`src/verilog/pmc_pkg.sv`:
```
/*
 * pmc_pkg: constants and types for the controller mode and status block.
 * Assumes a 250 MHz clock; switch inputs are raw contacts, synchronised by pmc_debounce.
 */
package pmc_pkg;
    // ------------------------------------------------------------------
    // timing
    // ------------------------------------------------------------------
    localparam int unsigned CLK_MHZ = 250;
    localparam int unsigned DEBOUNCE_US = 10;
    localparam int unsigned DEBOUNCE_CYC = DEBOUNCE_US * CLK_MHZ;
    localparam int unsigned SLOW_FLASH_MS = 500;
    localparam int unsigned SLOW_FLASH_CYC = SLOW_FLASH_MS * 1000 * CLK_MHZ;
    localparam int unsigned FAST_FLASH_MS = 125;
    localparam int unsigned FAST_FLASH_CYC = FAST_FLASH_MS * 1000 * CLK_MHZ;
    localparam int unsigned INIT_CYC = 16;
    localparam int unsigned CHECK_CYC = 16;

    // ------------------------------------------------------------------
    // block numbers and image bound
    // ------------------------------------------------------------------
    localparam logic [7:0] INT_HANDLER_BLOCK = 8'h02;
    localparam logic [7:0] RESET_STARTUP_BLOCK = 8'h14;
    localparam logic [7:0] IMAGE_LAST_BYTE = 8'h7f;
    localparam logic [7:0] NO_BLOCK = 8'h00;

    // momentary switch positions
    typedef enum logic [1:0] {
        PMC_MC_RESTART = 2'b00,
        PMC_MC_RESET = 2'b01,
        PMC_MC_OVERALL = 2'b10
    } pmc_mc_e;

    typedef enum {
        PMC_INIT, PMC_CHECK, PMC_STOP, PMC_RUN
    } pmc_state_e;

    typedef enum logic [1:0] {
        PMC_LED_OFF = 2'b00,
        PMC_LED_ON = 2'b01,
        PMC_LED_SLOW = 2'b10,
        PMC_LED_FAST = 2'b11
    } pmc_led_e;
endpackage

```
`src/verilog/pmc_sw_if.sv`:
```
/*
 * pmc_sw_if: carries one debounced switch level plus its change pulses.
 * Assumes a single clock domain shared by filter and consumer.
 */
`timescale 1ns/1ps
`default_nettype none
interface pmc_sw_if;
    logic level;
    logic rise;
    logic fall;
    modport filt (output level, output rise, output fall);
    modport user (input level, input rise, input fall);
endinterface
`default_nettype wire

```
`src/verilog/pmc_mode_ctrl.sv`:
```
/*
 * pmc_mode_ctrl: mode sequencing and front-panel indication of the
 * controller CPU.
 * Assumes synchronous status inputs from the program engine, memory
 * clearer and serial ports; the switches are raw contacts.
 */
`timescale 1ns/1ps
`default_nettype none
module pmc_mode_ctrl #(
    parameter int unsigned DEBOUNCE_CYC = pmc_pkg::DEBOUNCE_CYC,
    parameter int unsigned SLOW_CYC = pmc_pkg::SLOW_FLASH_CYC,
    parameter int unsigned FAST_CYC = pmc_pkg::FAST_FLASH_CYC
) (
    // clock and reset
    input wire logic clk,
    input wire logic rst,
    // front switches (raw): mode 1 = RUN; momentary down / up contacts
    input wire logic mode_run_raw,
    input wire logic mc_down_raw,
    input wire logic mc_up_raw,
    // stop sources
    input wire logic pg_stop_req,
    input wire logic peer_stop_req,
    input wire logic self_stop_req,
    input wire logic self_overall_req,
    // program engine and memory clearer handshakes
    input wire logic check_done,
    input wire logic ram_clear_done,
    input wire logic scan_end,
    input wire logic [31:0] cycle_limit,
    // process interrupt from the backplane
    input wire logic proc_int,
    input wire logic int_handler_done,
    // fault reports
    input wire logic io_ack_missing,
    input wire logic [7:0] io_ack_byte,
    input wire logic [127:0] present_map,
    input wire logic io_addr_empty,
    input wire logic first_serial_port_fail,
    input wire logic second_serial_port_fail,
    input wire logic second_serial_port_bad_cfg,
    // program engine control
    output logic prog_run,
    output logic prog_from_start,
    output logic ram_clear,
    output logic state_clear,
    output logic [7:0] block_call,
    output logic int_active,
    // indicators
    output logic run_led,
    output logic stop_led,
    output logic ack_timeout_indicator,
    output logic address_error_indicator,
    output logic cycle_time_indicator,
    output logic first_serial_port_led,
    output logic second_serial_port_led
);
    typedef struct packed {
        pmc_pkg::pmc_state_e state;
        pmc_pkg::pmc_led_e stop_mode;
        logic overall_pend;
        logic clearing;
        logic [4:0] phase_cnt;
        logic [31:0] flash_cnt;
        logic flash_slow;
        logic flash_fast;
        logic [31:0] scan_cnt;
        logic run_led;
        logic stop_led;
        logic prog_run;
        logic prog_out;
        logic prog_from_start;
        logic ram_clear;
        logic state_clear;
        logic [7:0] block_call;
        logic int_active;
        logic ack_to;
        logic addr_err;
        logic cyc_err;
        logic si1;
        logic si2;
    } pmc_top_s;

    pmc_top_s st_ff;
    pmc_top_s nxt_st;

    pmc_sw_if mode_sw ();
    pmc_sw_if down_sw ();
    pmc_sw_if up_sw ();

    // ------------------------------------------------------------------
    // contact filters
    // ------------------------------------------------------------------
    pmc_debounce #(.STABLE_CYC(DEBOUNCE_CYC)) u_db_mode (
        .clk(clk), .rst(rst), .raw(mode_run_raw), .sw(mode_sw)
    );
    pmc_debounce #(.STABLE_CYC(DEBOUNCE_CYC)) u_db_down (
        .clk(clk), .rst(rst), .raw(mc_down_raw), .sw(down_sw)
    );
    pmc_debounce #(.STABLE_CYC(DEBOUNCE_CYC)) u_db_up (
        .clk(clk), .rst(rst), .raw(mc_up_raw), .sw(up_sw)
    );

    logic ack_present;
    assign ack_present = (io_ack_byte <= pmc_pkg::IMAGE_LAST_BYTE) && present_map[io_ack_byte[6:0]];

    // ------------------------------------------------------------------
    // sequencing, indication and fault latching
    // ------------------------------------------------------------------
    always_comb begin
        nxt_st = st_ff;
        nxt_st.block_call = pmc_pkg::NO_BLOCK;
        nxt_st.state_clear = 1'b0;
        nxt_st.prog_from_start = 1'b0;
        // free-running flash timebase; both rates from one counter
        nxt_st.flash_cnt = st_ff.flash_cnt + 32'h0000_0001;
        if (st_ff.flash_cnt >= 32'(SLOW_CYC - 1)) begin
            nxt_st.flash_cnt = 32'h0000_0000;
            nxt_st.flash_slow = ~st_ff.flash_slow;
        end
        if (st_ff.flash_cnt % 32'(FAST_CYC) == 32'(FAST_CYC - 1)) begin
            nxt_st.flash_fast = ~st_ff.flash_fast;
        end
        unique case (st_ff.state)
            pmc_pkg::PMC_INIT: begin
                nxt_st.phase_cnt = st_ff.phase_cnt + 5'h01;
                if (st_ff.phase_cnt == 5'(pmc_pkg::INIT_CYC - 1)) begin
                    nxt_st.phase_cnt = 5'h00;
                    nxt_st.state = pmc_pkg::PMC_STOP;
                    nxt_st.overall_pend = 1'b1; // power-up asks for overall reset
                end
            end
            pmc_pkg::PMC_CHECK: begin
                if (check_done) begin
                    nxt_st.state = pmc_pkg::PMC_RUN;
                    nxt_st.prog_run = 1'b1;
                    nxt_st.scan_cnt = 32'h0000_0000;
                end
            end
            pmc_pkg::PMC_STOP: begin
                if (down_sw.level && !mode_sw.level) begin
                    nxt_st.overall_pend = 1'b1;
                end
                if (st_ff.clearing) begin
                    if (ram_clear_done) begin
                        nxt_st.clearing = 1'b0;
                        nxt_st.ram_clear = 1'b0;
                        nxt_st.overall_pend = 1'b0;
                        nxt_st.stop_mode = pmc_pkg::PMC_LED_ON;
                    end
                end else if (mode_sw.rise) begin
                    if (down_sw.level) begin
                        nxt_st.clearing = 1'b1;
                        nxt_st.ram_clear = 1'b1;
                    end else if (!st_ff.overall_pend) begin
                        if (up_sw.level) begin
                            nxt_st.state_clear = 1'b1;
                            nxt_st.prog_from_start = 1'b1;
                            nxt_st.block_call = pmc_pkg::RESET_STARTUP_BLOCK;
                        end
                        // midpoint keeps flags, timers and image untouched
                        nxt_st.state = pmc_pkg::PMC_CHECK;
                    end
                end
                if (mode_sw.fall && st_ff.stop_mode == pmc_pkg::PMC_LED_SLOW) begin
                    nxt_st.stop_mode = pmc_pkg::PMC_LED_ON;
                end
            end
            pmc_pkg::PMC_RUN: begin
                nxt_st.scan_cnt = st_ff.scan_cnt + 32'h0000_0001;
                if (scan_end) begin
                    nxt_st.scan_cnt = 32'h0000_0000;
                end
                if (st_ff.scan_cnt > cycle_limit) begin
                    nxt_st.cyc_err = 1'b1;
                end
                if (proc_int && !st_ff.int_active) begin
                    nxt_st.int_active = 1'b1;
                    nxt_st.block_call = pmc_pkg::INT_HANDLER_BLOCK;
                end else if (int_handler_done) begin
                    nxt_st.int_active = 1'b0;
                end
                if (self_stop_req || self_overall_req) begin
                    nxt_st.state = pmc_pkg::PMC_STOP;
                    nxt_st.stop_mode = pmc_pkg::PMC_LED_SLOW;
                end else if (mode_sw.fall || pg_stop_req || peer_stop_req) begin
                    nxt_st.state = pmc_pkg::PMC_STOP;
                    nxt_st.stop_mode = pmc_pkg::PMC_LED_ON;
                end
                if (nxt_st.state == pmc_pkg::PMC_STOP) begin
                    nxt_st.prog_run = 1'b0;
                    nxt_st.int_active = 1'b0;
                end
            end
        endcase
        // a cpu request after the case, so it wins over the end of a clear
        if (self_overall_req) begin
            nxt_st.overall_pend = 1'b1;
        end
        // the interrupt flag is only held in run; interrupt pauses the scan
        if (nxt_st.state != pmc_pkg::PMC_RUN) begin
            nxt_st.int_active = 1'b0;
        end
        // registered scan enable so the output needs no gate after the flop
        nxt_st.prog_out = nxt_st.prog_run && !nxt_st.int_active;
        // a fresh reset re-arms the fault lamps
        if (nxt_st.state_clear || nxt_st.ram_clear) begin
            nxt_st.ack_to = 1'b0;
            nxt_st.addr_err = 1'b0;
            nxt_st.cyc_err = 1'b0;
        end
        if (io_ack_missing && ack_present) begin
            nxt_st.ack_to = 1'b1;
        end
        if (io_addr_empty) begin
            nxt_st.addr_err = 1'b1;
        end
        nxt_st.si1 = first_serial_port_fail;
        nxt_st.si2 = second_serial_port_fail || second_serial_port_bad_cfg;
        // lamps: RUN only in run, STOP pattern chosen by stop cause
        nxt_st.run_led = (nxt_st.state == pmc_pkg::PMC_RUN);
        unique case (nxt_st.state)
            pmc_pkg::PMC_INIT, pmc_pkg::PMC_CHECK: nxt_st.stop_led = 1'b0;
            pmc_pkg::PMC_RUN: nxt_st.stop_led = 1'b0;
            pmc_pkg::PMC_STOP: begin
                if (nxt_st.overall_pend) begin
                    nxt_st.stop_led = nxt_st.flash_fast;
                end else if (nxt_st.stop_mode == pmc_pkg::PMC_LED_SLOW) begin
                    nxt_st.stop_led = nxt_st.flash_slow;
                end else begin
                    nxt_st.stop_led = 1'b1;
                end
            end
        endcase
    end

    always_ff @(posedge clk or posedge rst) begin
        if (rst) begin
            st_ff <= '{state: pmc_pkg::PMC_INIT, stop_mode: pmc_pkg::PMC_LED_ON, default: '0};
        end else begin
            st_ff <= nxt_st;
        end
    end

    // ------------------------------------------------------------------
    // outputs straight from the state register
    // ------------------------------------------------------------------
    assign prog_run = st_ff.prog_out;
    assign prog_from_start = st_ff.prog_from_start;
    assign ram_clear = st_ff.ram_clear;
    assign state_clear = st_ff.state_clear;
    assign block_call = st_ff.block_call;
    assign int_active = st_ff.int_active;
    assign run_led = st_ff.run_led;
    assign stop_led = st_ff.stop_led;
    assign ack_timeout_indicator = st_ff.ack_to;
    assign address_error_indicator = st_ff.addr_err;
    assign cycle_time_indicator = st_ff.cyc_err;
    assign first_serial_port_led = st_ff.si1;
    assign second_serial_port_led = st_ff.si2;
endmodule
`default_nettype wire

```
`src/verilog/pmc_debounce.sv`:
```
/*
 * pmc_debounce: two-stage synchroniser and stability filter for one contact.
 * Assumes a raw mechanical input; reports level and one-cycle edges.
 */
`timescale 1ns/1ps
`default_nettype none
module pmc_debounce #(
    parameter int unsigned STABLE_CYC = pmc_pkg::DEBOUNCE_CYC
) (
    // clock and reset
    input wire logic clk,
    input wire logic rst,
    // raw contact
    input wire logic raw,
    // filtered view
    pmc_sw_if.filt sw
);
    typedef struct packed {
        logic s1;
        logic s2;
        logic lvl;
        logic rise;
        logic fall;
        logic [15:0] cnt;
    } pmc_db_s;

    pmc_db_s st_ff;
    pmc_db_s nxt_st;

    // ------------------------------------------------------------------
    // filter: level only changes after it has stayed put STABLE_CYC cycles
    // ------------------------------------------------------------------
    always_comb begin
        nxt_st = st_ff;
        nxt_st.s1 = raw;
        nxt_st.s2 = st_ff.s1;
        nxt_st.rise = 1'b0;
        nxt_st.fall = 1'b0;
        if (st_ff.s2 == st_ff.lvl) begin
            nxt_st.cnt = 16'h0000;
        end else if (st_ff.cnt >= 16'(STABLE_CYC - 1)) begin
            nxt_st.cnt = 16'h0000;
            nxt_st.lvl = st_ff.s2;
            nxt_st.rise = st_ff.s2;
            nxt_st.fall = ~st_ff.s2;
        end else begin
            nxt_st.cnt = st_ff.cnt + 16'h0001;
        end
    end

    always_ff @(posedge clk or posedge rst) begin
        if (rst) begin
            st_ff <= '0;
        end else begin
            st_ff <= nxt_st;
        end
    end

    assign sw.level = st_ff.lvl;
    assign sw.rise = st_ff.rise;
    assign sw.fall = st_ff.fall;
endmodule
`default_nettype wire

```
`config.mk`:
```
export PLATFORM = sky130hd
export DESIGN_NAME = pmc_mode_ctrl
export DESIGN_NICKNAME = d
export VERILOG_FILES = /design/src/verilog/pmc_pkg.sv /design/src/verilog/pmc_sw_if.sv /design/src/verilog/pmc_mode_ctrl.sv /design/src/verilog/pmc_debounce.sv
export SDC_FILE = /design/constraint.sdc
export NUM_CORES = 1
export LEC_CHECK = 0
export BUFFER_PORTS_ARGS = -buffer_cell sky130_fd_sc_hd__buf_2
export CAP_MARGIN = 20
export CORE_ASPECT_RATIO = 0.9
export CORE_MARGIN = 1.5
export CORE_UTILIZATION = 40
export DETAILED_ROUTE_END_ITERATION = 6
export PLACE_DENSITY = 0.68
export SYNTH_ARGS = -nofsm -noshare
export SYNTH_HDL_FRONTEND = slang
export SYNTH_SLANG_ARGS = --single-unit
```
`constraint.sdc`:
```
create_clock -name clk -period 13.2 [get_ports clk]
set_input_delay 1.32 -clock clk [delete_from_list [all_inputs] [get_ports clk]]
set_output_delay 1.32 -clock clk [all_outputs]
set_load 0.05 [all_outputs]
```
# After elaboration in Yosys (flattened, before gate mapping)
# Cells that the tools add are included.
# W data, S select, Z words.
# totals
reg_bits	187
latchBits	0
ram_bits	0
romBits	0
elab_cells	169
memories	0
# op_classes
add_sub_neg	6
mul	0
div_mod_pow	1
magnitude_cmp	7
n_eq_ne	17
shift	0
n_mux	68
bitwise	6
reduce_logical	27
# ops
op	count
$mux W32	8
$eq A32 B2 Y1 const B	4
$pmux W32 S4	1
$mux W34	3
$mux W16	6
$add A32 B1 Y32 const B	2
$eq A32 B1 Y1 const B	2
$eq A32 B3 Y1 const B	2
$logic_not A32 Y1	2
$pmux W32 S2	1
$add A16 B1 Y16 const B	3
$ge A16 B12 Y1 const B	3
$mux W9	4
$mux W33	1
$eq A32 B25 Y1 const B	1
$ge A32 B27 Y1 const B	1
$gt A32 B32 Y1	1
$mod A32 B25 Y32 const B	1
$ne A32 B3 Y1 const B	1
$mux W1	28
$pmux W8 S2	1
$mux W11	1
$reduce_and A2 Y1	5
$reduce_bool A2 Y1	5
other kinds (19)	45

# Logic depth before layout (Yosys ltp)
# Gate-level depths: netlist of run 1.
# depth
ltp_word	11
ltp_mapped	49
mapped_depth_nobuf	39

# Hierarchy
# A second synthesis of run 1 with hierarchy kept.
# hier_totals
hier_cells	2152
area_unflattened_um2	17947.2
# modules_own_cells
module	n_inst	cells_each	area_each_um2	seq_area_each_um2
pmc_mode_ctrl	1	1897	14910.6	3029.2
pmc_debounce	3	85	1012.2	525.5

# Worst setup path after synthesis of run 1
# No wires, ideal clock.
# synth_path
path_kind	register to register
from	register st_ff[79] (netlist bit)
to	register st_ff (netlist bit stop_led)
t_arrival_ps	10390
required_time_ps	13067
slack_ps	2676
path_stages_with_launch	42
path_buffers	5
period_less_slack_ps	10524
cell_sequence	dfrtp_1 or3_1 nor4_4 a211oi_1 or3_4 and3_1 buf_2 a21oi_4 mux2_2 a211oi_4 a21oi_2 buf_2 or4_1 o311a_1 and2_1 buf_6 a31oi_4 a22oi_2 [6 not listed] a21oi_2 nor2_1 a211oi_4 and4bb_4 or2_1 buf_2 a2111o_1 or3_4 a31oi_4 o21bai_2 a2111oi_4 o21a_4 or2_1 buf_4 o21ai_1 a2111oi_4 a31o_1 a31oi_1
# synth_rtl
element	line	rtl
start, declared	pmc_mode_ctrl.sv:84	pmc_top_s st_ff;
start signal, assigned	pmc_mode_ctrl.sv:241	st_ff <= nxt_st;

==> reports/metrics.cfg, run 1 <==
[outcome]
status = finished, final reports clean

[global_route]
overflow = 0
track_usage = 0.222
antenna_found_initial = 0
grt_pass1_vias = 16000
grt_max_degree = 122
grt_pass1_wl_um = 82900

[min_path]
holdPathStages = 0
hold_path.class = flip-flop to flip-flop

[yosys]
synth_mux_area_frac = 0.0773
synth_edf_count = 0
yosys.area_share.simple = 0.258
ys_dominant_reg_cell = dfrtp_1
async_reset_ff_frac = 1.00
synth_compound_area_frac = 0.244
synth_fa_ha_area_frac = 0.0292
syn_area_sq_um = 17400
ys_seq_area_frac = 0.259
synth_cell_types = 121
yosysWarnings = 0
synth_top_family_by_area = simple AND/OR/NAND/NOR gates
synthXorXnorAreaFrac = 0.0816
ys_seq_elements = 180
syn_area_per_cell_sq_um = 8.21
netlist_instances = 2118

[cts]
path_clk_slew_ns = 0.08
numCtsBuffers = 17
cts_buffer_depth = 2
clk_latency_ns = 0.44
clockRootBuffer = clkbuf_16
cts.sink_count = 180
tritoncts = yes
htree_levels = 4

[floorplanning]
die_h_um = 201
die_w_um = 223
ioPinCount = 207
dieArea_sq_um = 44700
core_area_sq_um = 43000
row_count = 72
initial_utilization = 0.405

[sta]
worst_slew_pin_slew_ns = 0.934
fin_crit_ns = 12.49
post-route-period-util = 0.946
hold_slack_ns = 0.348
slew_headroom = 0.373
fin_tns_setup_ns = 0
finClkSkew_ns = 0.0182
hold_violations = 0
drv_slew = 0
max_freq_ghz = 0.0800
rsz0062_at_grt = false
setup_violations = 0

[place]
place_hpwl_um = 39000
dpl_cell_area_sq_um = 18900
gp_congestion = 0.922
port_buffers = 201

[pwr]
sw_frac_of_total = 0.417
powerDensity_nw_per_um2 = 102
p_leak_nw = 8.31
power_w = 0.00202
seq_power_share = 0.298
p_sw_w = 0.000840
clkPwrFrac = 0.258
p_comb_frac = 0.444
vdd_drop_max_v = 0.0000899
internal_power_w = 0.00118

[drt]
vias = 17000
drc = 0
first_iter_violations = 1648
wl_per_cell_um = 17.8
first_pass_iters = 5
ant_nets = 0
wirelength_um = 50700
routed_via_density = 5.97

[worst_setup_path]
cpPeakStageDelay_ns = 0.62
cp_slowest_cell = dfrtp_1
cp.arrival_ns = 12.77
cp-start-kind = flip-flop
reg2regPathDepth = 39
end_kind = flip-flop
cp.required_ns = 13.48
crit_top_cell = a21oi_1
crit_fanout = 26
crit_type = flip-flop to flip-flop

[cells_and_area]
layout_common_cells = nor2_1 (246), buf_2 (202), dfrtp_1 (179)
regArea_sq_um = 4510
nets = 2512
finalInstanceArea_sq_um = 19700
final_common_cell = nor2_1
area_growth_pct = 13.1
n_fill_cell = 4120
multi_input_area_sq_um = 12200
finalCoreUtilization = 0.458
diodes = 0
drive_gt1_frac = 0.188

[job]
maxCapViolCount = 0

-- worst max-delay path: cells and delay by family (launching register included) --
kind | cells | cell delay [ns]
AOI/OAI and AO/OA | 25 | 6.97
xor gates and xnor gates | 1 | 0.34
buffers and inverters | 2 | 0.53
DFF | 1 | 0.62
muxes | 1 | 0.18
and+or+nand+nor | 10 | 3.66
-- layer usage --
| layer | track usage | vias up | part of all wire |
|---|---|---|---|
| met5 | 0 | - | 0 |
| met4 | 0.0561 | 0 | 0.018 |
| met3 | 0.0218 | 59 | 0.059 |
| met2 | 0.373 | 681 | 0.47 |
| met1 | 0.307 | 8162 | 0.45 |
| li1 | - | 8139 | - |
-- metrics by stage --
stage          setup WS (ns)  std cells
3_3_place_gp           0.635       2813
2_1_floorplan           2.68       2139
3_5_place_dp           0.488       2814
6_report               0.707       2854
5_1_grt               0.0164       2854
4_1_cts                0.438       2846
-- layout make-up --
cell class | count | area share
Multi-Input combinational cell | 1755 | 0.618
Sequential cell | 180 | 0.229
Timing Repair Buffer | 249 | 0.0710
Tap cell | 555 | 0.0353
Clock buffer | 17 | 0.0216
Inverter | 83 | 0.0161
Clock inverter | 15 | 0.00916
-- cells by family (layout without fill, tap and decap cells) --
kind of cell | Yosys count | count (layout)
xor+xnor | 162 | 162
flops | 180 | 180
simple gates | 879 | 879
buf+inv | 204 | 364
mux | 80 | 80
compound gates | 571 | 571
other cells | 1 | 22
fa+ha+maj | 41 | 41
-- Yosys cell counts (all sizes together), types with 39 or more instances --
master	count	share of area
ha	39	0.028
nor2	249	0.054
o21ai	123	0.036
buf	57	0.019
mux4	42	0.054
nor3	61	0.018
nand4	41	0.015
nand2	173	0.037
dfrtp	179	0.26
xnor2	85	0.043
nand3	86	0.025
clkbuf	64	0.014
a21oi	118	0.036
and3	54	0.019
and2	57	0.021
xor2	77	0.039
inv	82	0.018
-- registers in the layout, indices dropped and copies added, names as in the netlist, 2 cells and up --
name and count:
block_call 2, st_ff 108, u_db_down.st_ff 17, u_db_mode.st_ff 17
u_db_up.st_ff 17
-- path summary, 6_finish.rpt --
kind                                     from            endpoint  slack [ns]
hold reg to reg            u_db_up.nxt_st[19]   u_db_up.st_ff[19]        0.35
setup / recovery                    st_ff[77]            stop_led        0.71
setup reg to reg                    st_ff[77]            stop_led        0.71
max in group asynchronous                 rst  u_db_down.st_ff[9]       10.78
min in group asynchronous                 rst           st_ff[52]        0.87
hold / removal             u_db_up.nxt_st[19]   u_db_up.st_ff[19]        0.35
-- repair_timing --
action / in CTS / in global routing
hold buffers: 0 / 0
buffers inserted: 0 / 6
setup endpoints to repair: 0 / 2
gates resized for setup: 0 / 16
-- power by group through the flow --
stage	logic (W)	registers [W]	clock network (W)
floorplan	0.000653	0.000618	0
CTS	0.000873	0.000601	0.000535
global placement	0.000858	0.000610	0
global route	0.000982	0.000605	0.000555
finish	0.000895	0.000601	0.000520
detailed placement	0.000868	0.000611	0
Power figures use the tool's default switching activity.
==> inputs of run 2 (changes only) <==
--- a/config.mk
+++ b/config.mk
@@ -11,7 +11,7 @@
 export CORE_MARGIN = 1.5
 export CORE_UTILIZATION = 40
 export DETAILED_ROUTE_END_ITERATION = 6
-export PLACE_DENSITY = 0.68
+export RECOVER_POWER = 25
 export SYNTH_ARGS = -nofsm -noshare
 export SYNTH_HDL_FRONTEND = slang
 export SYNTH_SLANG_ARGS = --single-unit
==> reports/metrics.cfg, run 2 (same netlist as run 1, synthesis figures left out) <==
[pwr]
powerDensity_nw_per_um2 = 103  ; +0.59%
p_leak_nw = 8.28  ; -0.32%
power_w = 0.00203  ; +0.52%
vdd_drop_max_v = 0.0000620  ; -31%

[floorplanning]
dieArea_sq_um = 44700  ; unchanged
ioPinCount = 207  ; unchanged
die_h_um = 201  ; unchanged
initial_utilization = 0.405  ; unchanged
row_count = 72  ; unchanged
die_w_um = 223  ; unchanged
core_area_sq_um = 43000  ; unchanged

[cts]
cts_buffer_depth = 2  ; unchanged
htree_levels = 4  ; unchanged
clk_latency_ns = 0.45  ; about the same
tritoncts = yes
clockRootBuffer = clkbuf_16
cts.sink_count = 180  ; unchanged
path_clk_slew_ns = 0.08  ; about the same
numCtsBuffers = 17  ; unchanged
cts_hold_buffers = 0  ; unchanged

[drt]
wl_per_cell_um = 18.5  ; +4.0%
first_pass_iters = 7  ; +2
vias = 17100  ; +0.50%
routed_via_density = 6.00  ; +0.50%
wirelength_um = 52700  ; +4.0%
drc = 4  ; +4
ant_nets = 0  ; unchanged
first_iter_violations = 1444  ; -12%

[sta]
setup_violations = 0  ; unchanged
hold_slack_ns = 0.354  ; +0.00654 ns
fin_tns_setup_ns = 0  ; unchanged
drv_slew = 129  ; +129
worst_slew_pin_slew_ns = 5.61  ; +4.67 ns
rsz0062_at_grt = false
fin_crit_ns = 12.43  ; -0.0588 ns
hold_violations = 0  ; unchanged
slew_headroom = -2.76  ; -3.13
post-route-period-util = 0.942  ; -0.00445
finClkSkew_ns = 0.0163  ; -0.00189 ns
max_freq_ghz = 0.0804  ; +0.47%

[worst_setup_path]
crit_top_cell = buf_4
cp-start-kind = flip-flop
crit_type = flip-flop to flip-flop
end_kind = flip-flop
crit_fanout = 23  ; -12%
cpPeakStageDelay_ns = 0.72  ; +0.10 ns
cp.required_ns = 13.57  ; +0.09 ns
cp.arrival_ns = 12.80  ; +0.03 ns
cp_slowest_cell = a21oi_1

[cells_and_area]
area_growth_pct = 13.0  ; about the same
final_common_cell = nor2_1
regMostFlops = st_ff
nets = 2511  ; -0.040%
largest_reg_flops = 108  ; unchanged
n_fill_cell = 4209  ; +2.2%
layout_common_cells = nor2_1 (243), buf_2 (201), dfrtp_1 (178)
drive_gt1_frac = 0.191  ; +0.00356

[global_route]
antenna_found_initial = 2  ; +2
track_usage = 0.235  ; +0.0123
grt_pass1_vias = 16200  ; +0.87%
overflow = 0  ; unchanged
grt_pass1_wl_um = 85900  ; +3.7%
grt_max_degree = 129  ; +5.7%

[place]
port_buffers = 201  ; unchanged
place_hpwl_um = 41500  ; +6.5%
gp_congestion = 0.939  ; +1.9%

[job]
maxCapViolCount = 1  ; +1

[outcome]
violations = DRC, capacitance limit, slew limit
status = complete, but fails checks

[min_path]
hold_path.class = flip-flop to flip-flop

## run 2: changes by cell type in the layout (fill, tap and decap cells not counted), moves of 2 or more
cell	before	now
nor2_2	3	6
clkbuf_1	0	2
a211oi_1	18	16
a211oi_2	5	7
xnor2_1	85	83
nor2_1	246	243
xnor2_2	0	2
## run 2: timing repair
action | CTS | global route
endpoints found under the setup margin | 0 | 2
buffers inserted | 0 | 10
gates resized for setup | 0 | 25
hold endpoints to repair | 0 | 0
## run 2: path summary, 6_finish.rpt
path	startpoint	end	slack, ns	cells after the start
min	u_db_up.nxt_st[19]	u_db_up.st_ff[19]	0.35	0
max in group asynchronous	rst	u_db_up.st_ff[6]	8.10	2
min in group asynchronous	rst	st_ff[103]	2.65	2
max	st_ff[77]	stop_led	0.77	39
max reg2reg	st_ff[77]	stop_led	0.77	39
min reg2reg	u_db_up.nxt_st[19]	u_db_up.st_ff[19]	0.35	0
## run 2: stage by stage
step / setup WS (ns) / cells / util / instance area, sq um
2_1_floorplan: 2.68 / 2139 / - / 17500
3_3_place_gp: 0.544 / 2810 / 0.439 / 18900
3_5_place_dp: 0.0871 / 2810 / 0.439 / 18900
4_1_cts: 0.0542 / 2842 / 0.453 / 19500
5_1_grt: 0.00799 / 2854 / 0.457 / 19700
6_report: 0.766 / 2854 / 0.457 / 19700
## run 2: critical path: cells and delay by family (launching register included)
family,cells,cell delay [ns]
AO/OA/AOI/OAI,22,6.41
buffers and inverters,3,0.75
flip-flops,1,0.58
multiplexers,1,0.36
AND/OR/NAND/NOR,13,4.25
## run 2: cell type report
cell class              count  area, sq um  share of cell area
multi-input cells        1755        12200               0.620
flip-flops and latches    180         4510               0.229
repair buffers            248         1360              0.0689
well taps                 555          694              0.0353
clock buffers              18          429              0.0218
inverters                  83          313              0.0159
clock inverters            14          163             0.00827
diodes                      1         2.50            0.000127
## run 2: power breakdown
group          internal [W]  leakage (nW)  switching [W]
clock network      0.000255         0.282       0.000250
registers          0.000577          2.40      0.0000241
logic              0.000344          5.60       0.000576
## run 2: metal layers
metal / share of wire / global-route usage / up-vias
met1: 0.46 / 0.329 / 8293
li1: - / - / 8155
met5: 0 / 0 / -
met2: 0.46 / 0.379 / 605
met3: 0.048 / 0.0249 / 74
met4: 0.026 / 0.0743 / 0
